`src/core/pmr_pkg.sv`:
```
// Constants for the management register slice, registers 5 to 18.
package pmr_pkg;
   // ==========================================================
   // Register addresses on the management interface.
   localparam logic [4:0] PMR_ADDR_LPA = 5'h05;
   localparam logic [4:0] PMR_ADDR_EXP = 5'h06;
   localparam logic [4:0] PMR_ADDR_IEEE_LO = 5'h08;
   localparam logic [4:0] PMR_ADDR_IEEE_HI = 5'h0F;
   localparam logic [4:0] PMR_ADDR_STAT = 5'h10;
   localparam logic [4:0] PMR_ADDR_SPEC = 5'h11;
   localparam logic [4:0] PMR_ADDR_RSVD = 5'h12;
   // ==========================================================
   // Field positions.
   localparam int PMR_LPA_ACK = 14;
   localparam int PMR_EXP_PDF = 4;
   localparam int PMR_EXP_LPNP = 3;
   localparam int PMR_EXP_NPA = 2;
   localparam int PMR_EXP_PR = 1;
   localparam int PMR_EXP_LPAN = 0;
   localparam int PMR_STAT_RPD_DIS = 13;
   localparam int PMR_STAT_SYNC = 11;
   localparam int PMR_STAT_PD100 = 10;
   localparam int PMR_STAT_PD10 = 9;
   localparam int PMR_STAT_POL = 8;
   localparam int PMR_STAT_SPEED = 1;
   localparam int PMR_STAT_DUPLEX = 0;
   // ==========================================================
   // Reset values, status write mask and zero word.
   localparam logic [15:0] PMR_STAT_RW_RESET = 16'h2000;
   localparam logic [15:0] PMR_SPEC_RESET = 16'h0000;
   localparam logic [15:0] PMR_STAT_RW_MASK = 16'hF000;
   localparam logic [15:0] PMR_ZERO = 16'h0000;
endpackage

```
`src/core/pmr_regs.sv`:
```
// Management register slice of a 10/100 physical layer, registers 5 to 18.
// Operation
// - Partner ability shows received base page.
// - Bit 14 set once advertisement received.
// - Parallel detection fault latches, clears on read.
// - Partner next page and autoneg ability shown.
// - Local next page ability shown read-only.
// - Page received latches, clears on read.
// - Registers 8 to 15, 18 read zero.
// - Bit 13 disables automatic reduced power down.
// - Bit 11 shows 100 deserializer sync.
// - Bits 10, 9 show unit power-down.
// - Bit 8 shows 10 Mbps polarity.
// - Bits 6:2 return sampled PHY address.
// - Bits 1, 0 give speed and duplex.
// - Scrambler and 4B/5B bypass controls.
// - Force H and 34 test patterns.
// - Force 100 Mbps link valid.
// - Symbol error enable, carrier sense disable.
// - Dynamic power-down disable, autoneg loopback.
// - Tri-state the line transmit driver.
// - Force reversed polarity, disable auto polarity.
// - Squelch test disable, extended squelch enable.
// - Link integrity disable, jabber disable.
`timescale 1ns/1ns
`default_nettype none
module pmr_regs
   import pmr_pkg::*;
(
   // Clock and reset.
   input wire logic clk,
   input wire logic rst,
   // Management access from the serial interface engine.
   input wire logic [4:0] reg_addr,
   input wire logic reg_rd,
   input wire logic reg_wr,
   input wire logic [15:0] reg_wdata,
   output logic [15:0] reg_rdata,
   // Auto-negotiation status from the negotiation engine.
   input wire logic [15:0] lp_base_page,
   input wire logic lp_page_acked,
   input wire logic lp_next_page_able,
   input wire logic lp_autoneg_able,
   input wire logic local_next_page_able,
   input wire logic page_received_evt,
   input wire logic par_det_fault_evt,
   // Physical layer status.
   input wire logic rx_deser_in_sync,
   input wire logic pd_100_state,
   input wire logic pd_10_state,
   input wire logic rx_pol_reversed,
   input wire logic [4:0] phy_address,
   input wire logic speed_100,
   input wire logic full_duplex,
   // Controls to the datapath.
   output logic rpd_disable,
   output logic scrambler_bypass,
   output logic coding_bypass,
   output logic force_h_pattern,
   output logic force_34_pattern,
   output logic force_link_valid,
   output logic symbol_err_enable,
   output logic crs100_disable,
   output logic dyn_pd_disable,
   output logic autoneg_loopback,
   output logic tx_tristate,
   output logic force_pol_rev,
   output logic auto_pol_disable,
   output logic squelch_disable,
   output logic ext_squelch_enable,
   output logic link_disable,
   output logic jabber_disable
);
   // ==========================================================
   // Storage.
   logic [15:0] stat_rw;
   logic [15:0] spec;
   logic flag_pdf;
   logic flag_pr;

   // Address decode strobes.
   wire logic hit_lpa = (reg_addr == PMR_ADDR_LPA);
   wire logic hit_exp = (reg_addr == PMR_ADDR_EXP);
   wire logic hit_stat = (reg_addr == PMR_ADDR_STAT);
   wire logic hit_spec = (reg_addr == PMR_ADDR_SPEC);
   wire logic rd_exp = reg_rd && hit_exp;

   // Register words as seen on a read.
   wire logic [15:0] lpa_word = {lp_base_page[15], lp_page_acked, lp_base_page[13:0]};
   wire logic [15:0] exp_word = {11'h000, flag_pdf, lp_next_page_able, local_next_page_able,
                                 flag_pr, lp_autoneg_able};
   wire logic [15:0] stat_word = {stat_rw[15:12], rx_deser_in_sync, pd_100_state, pd_10_state,
                                  rx_pol_reversed, 1'b0, phy_address, speed_100,
                                  full_duplex};

   // Read multiplexer; unmapped and reserved addresses return zero.
   logic [15:0] next_rdata;
   always_comb
   begin
      if (hit_lpa)
         next_rdata = lpa_word;
      else if (hit_exp)
         next_rdata = exp_word;
      else if (hit_stat)
         next_rdata = stat_word;
      else if (hit_spec)
         next_rdata = spec;
      else
         next_rdata = PMR_ZERO;
   end

   // Read data register, loaded on each read.
   always_ff @(posedge clk)
   begin
      if (rst)
         reg_rdata <= PMR_ZERO;
      else if (reg_rd)
         reg_rdata <= next_rdata;
   end

   // Latched flags: a new event beats the clear of the read.
   always_ff @(posedge clk)
   begin
      if (rst)
      begin
         flag_pdf <= 1'b0;
         flag_pr <= 1'b0;
      end
      else
      begin
         flag_pdf <= par_det_fault_evt | (flag_pdf & ~rd_exp);
         flag_pr <= page_received_evt | (flag_pr & ~rd_exp);
      end
   end

   // Writable control words.
   always_ff @(posedge clk)
   begin
      if (rst)
      begin
         stat_rw <= PMR_STAT_RW_RESET;
         spec <= PMR_SPEC_RESET;
      end
      else if (reg_wr)
      begin
         if (hit_stat)
            stat_rw <= reg_wdata & PMR_STAT_RW_MASK;
         if (hit_spec)
            spec <= reg_wdata;
      end
   end

   // Control outputs, registered from the control words.
   always_ff @(posedge clk)
   begin
      if (rst)
      begin
         rpd_disable <= PMR_STAT_RW_RESET[PMR_STAT_RPD_DIS];
         {scrambler_bypass, coding_bypass, force_h_pattern, force_34_pattern} <= 4'h0;
         {force_link_valid, symbol_err_enable, crs100_disable, dyn_pd_disable} <= 4'h0;
         {autoneg_loopback, tx_tristate, force_pol_rev, auto_pol_disable} <= 4'h0;
         {squelch_disable, ext_squelch_enable, link_disable, jabber_disable} <= 4'h0;
      end
      else
      begin
         rpd_disable <= stat_rw[PMR_STAT_RPD_DIS];
         {scrambler_bypass, coding_bypass} <= spec[15:14];
         {force_h_pattern, force_34_pattern} <= spec[13:12];
         force_link_valid <= spec[11];
         {symbol_err_enable, crs100_disable} <= spec[10:9];
         {dyn_pd_disable, autoneg_loopback} <= spec[8:7];
         tx_tristate <= spec[6];
         {force_pol_rev, auto_pol_disable} <= spec[5:4];
         {squelch_disable, ext_squelch_enable} <= spec[3:2];
         {link_disable, jabber_disable} <= spec[1:0];
      end
   end
endmodule
`default_nettype wire

```
`config.mk`:
```
export PLATFORM = sky130hd
export DESIGN_NAME = pmr_regs
export DESIGN_NICKNAME = d
export VERILOG_FILES = /design/src/core/pmr_pkg.sv /design/src/core/pmr_regs.sv
export SDC_FILE = /design/constraint.sdc
export NUM_CORES = 1
export LEC_CHECK = 0
export ABC_AREA = 1
export BUFFER_PORTS_ARGS = -buffer_cell sky130_fd_sc_hd__buf_2
export CAP_MARGIN = 20
export CORE_AREA = 10 10 74 92
export DETAILED_ROUTE_END_ITERATION = 8
export DIE_AREA = 0 0 84 102
export HOLD_SLACK_MARGIN = 0.06
export PLACE_DENSITY = 0.77
export SYNTH_ARGS = -nofsm -noshare
export SYNTH_HDL_FRONTEND = slang
export SYNTH_SLANG_ARGS = --single-unit
```
`constraint.sdc`:
```
create_clock -name clk -period 1.4 [get_ports clk]
set_input_delay 0.28 -clock clk [delete_from_list [all_inputs] [get_ports clk]]
set_output_delay 0.28 -clock clk [all_outputs]
set_load 0.01 [all_outputs]
```
==> summary.md <==
| Metric | Value |
|---|---|
| Crit share post-route | `78.26%` |
| H-tree levels | `2` |
| Initial antenna violation count | `0` |
| EDFF count, synth | `0` |
| CP Buf/Inv Count | `1` |
| Drt initial violations | `147` |
| Starting Density | `47.08%` |
| Post-DP HPWL | `5188 um` |
| Worst Clk Skew | `0.01058 ns` |
| Antenna viol nets, final | `0` |
| DIE AREA | `8568 sq um` |
| Clock root buffer | `clkbuf_8` |
| Gpl congestion | `0.8778` |
| Post-Syn Area | `2357 sq um` |
| CP top delay family | `simple AND/OR/NAND/NOR gates` |
| Top flop regs | `reg_rdata (16), spec (16), stat_rw (4)` |
| Slew at the pin closest to its max-slew limit | `0.3955 ns` |
| Worst-path clk slew | `0.10 ns` |
| Largest net degree at the start of global routing | `31` |
| Slew margin rel. | `73.57%` |
| Max FO, Critical Path | `16` |
| First-pass DRT Iterations | `4` |
| RSZ-0062 raised after global routing | `false` |
| Sequential area share after synthesis | `46.71%` |
| Vias in the first global route | `2,349` |
| Die W | `84 um` |
| Static Leak | `0.001511 uW` |
| Clk buf depth | `2` |
| Max Freq | `912.7 MHz` |
| CP required | `1.65 ns` |
| Num rows | `29` |
| Top cell type's share of synthesized area | `46.71%` |
| GRT Total Usage | `14.81%` |
| Post-CTS Setup Inserts | `0` |
| N_diodes | `0` |
| Status | `completed` |
| Critical path capture point type | `register` |
| Final #Nets | `476` |
| GRT overflow | `0` |
| CTS Hold Buffers Added | `0` |
| Drt drc | `0` |
| First-pass GRT wire length | `10,670 um` |
| YS warnings | `0` |
| Area post-placement | `2919 sq um` |
| Layout cells sized above 1 | `30.07%` |
| Via Count | `2,376` |
| Synth Flop Type | `dfxtp_1` |
| Drt via density | `4.940` |
| Die extent in y | `102 um` |
| Number of synthesized register bits | `55` |
| Worst-Skew Late Latency | `0.31 ns` |
| Commonest cells post-synth | `dfxtp_1 (55), nor2_1 (55), inv_1 (43), nand2_1 (43), o21ai_0 (22)` |
| Pwr/cell area | `988.2 nW/um^2` |
| CP max-delay cell | `nor2_4` |
| Crit path largest cell delay | `0.34 ns` |
| Mapped Cells | `325` |
| Port bufs | `89` |
| Slew Limit Fails | `0` |
| Core area | `5007 sq um` |
| CP arrival | `1.35 ns` |
| Minimum clock period | `1.096 ns` |
| I/O pin count | `91` |
| Syn Area/Cell | `7.253 sq um` |
| CP cell instances | `buf_2, nor2_2, nand3_4, nor2_4, o21ai_0, nor2_1` |
| Synth-to-Final Area Change | `28.61%` |
| Synthesized Nets | `383` |
| Max-cap violations | `0` |
| Biggest area consumer among synthesized cells | `dfxtp_1` |
| CTS buffer count | `5` |
| Routed wire length | `6721 um` |
| Final setup viols | `0` |
| Worst hold slack | `0.1992 ns` |
| Fillers | `490` |
| CP startpoint kind | `primary input` |
| Design area | `3032 sq um` |
| Hold Violations, Final | `0` |
| Hold crit path type | `primary input to register` |
| Routed len/inst | `13.97 um` |
| TritonCTS clock tree | `yes` |
| Type of the worst setup path | `primary input to register` |
| CTS sink cnt | `55` |
| Final setup TNS | `0 ns` |
| Post_cts resized | `0` |
| VDD IR max | `755.1 uV` |
| Area contributors post-synth | `dfxtp_1 (47%), nor2_1 (8.8%), inv_1 (6.8%)` |
| Unique masters post-synth | `23` |
| Synth async-reset ratio | `0%` |
cell families (layout without fill, tap and decap cells):
logic type | Yosys count | in the layout | synth area share (%)
compound gates | 59 | 59 | 13.16
buf+inv | 67 | 161 | 11.78
simple gates | 144 | 144 | 28.34
flops | 55 | 55 | 46.71
layout by cell type, fill, tap and decap left out:
cell | netlist | routed
clkinv_1 | 1 | 1
nand3_4 | 1 | 1
o211ai_1 | 1 | 1
bufinv_16 | 0 | 1
nor2_4 | 3 | 3
nand3_1 | 1 | 1
clkinv_2 | 0 | 1
inv_1 | 43 | 43
nor2_2 | 3 | 3
nand2_1 | 43 | 43
inv_2 | 3 | 3
nor2_1 | 55 | 55
nand4_1 | 20 | 20
buf_4 | 1 | 16
buf_2 | 6 | 89
nand3_2 | 2 | 2
o21ai_1 | 15 | 15
a21oi_1 | 11 | 11
o22ai_1 | 10 | 10
clkinv_4 | 0 | 1
clkbuf_8 | 0 | 5
buf_12 | 0 | 1
nor3_1 | 16 | 16
dfxtp_1 | 55 | 55
o21ai_0 | 22 | 22
tightest hold or removal path, cell delays in order:
cell and delay, ns:
buf_2 0.08, nor3_1 0.04, nor2_1 0.08
power by group:
part | switching (uW) | internal [uW] | total (uW)
Clock | 521 | 533 | 1050
Sequential | 14.7 | 1600 | 1610
Combinational | 189 | 141 | 330
Total | 724 | 2270 | 3000
per-layer routing:
metal	share of wire, %	vias to the layer above	track usage [%]
met5	0	-	0
met4	1.4	0	4.774
met3	8.8	10	5.892
met2	49	77	26.58
met1	41	1057	15.60
li1	-	1232	-
area by class of cell:
| type | count | area [sq um] | share of cell area, % |
|---|---|---|---|
| multi-input combinational | 203 | 978.4 | 32.27 |
| timing repair buffer | 106 | 585.6 | 19.31 |
| sequential | 55 | 1101 | 36.32 |
| clock buffer | 5 | 68.82 | 2.270 |
| clock inverter | 3 | 43.79 | 1.444 |
| tap | 62 | 77.57 | 2.559 |
| inverter | 47 | 176.4 | 5.819 |
through the flow:
stage,utilization [%],std cells,total power [uW],setup slack [ns]
after CTS,60.54,481,3003,0.3044
after detailed placement,58.30,473,1977,-0.008286
after global routing,60.54,481,3104,0.1990
after global placement,58.30,473,1967,0.05951
after floorplan,-,325,1817,0.2319
final,60.54,481,2996,0.3043
final timing paths:
path	start	endpoint	slack (ns)	cells past startpoint
max	reg_addr[3]	spec[2]$_SDFFE_PP0P_	0.30	6
min	reg_wdata[7]	spec[7]$_SDFFE_PP0P_	0.20	3
max reg2reg	spec[0]$_SDFFE_PP0P_	reg_rdata[0]$_SDFFE_PP0P_	0.58	4
min reg2reg	spec[3]$_SDFFE_PP0P_	squelch_disable$_SDFF_PP0_	0.45	2
No activity file was read; power rests on OpenSTA's default activity.
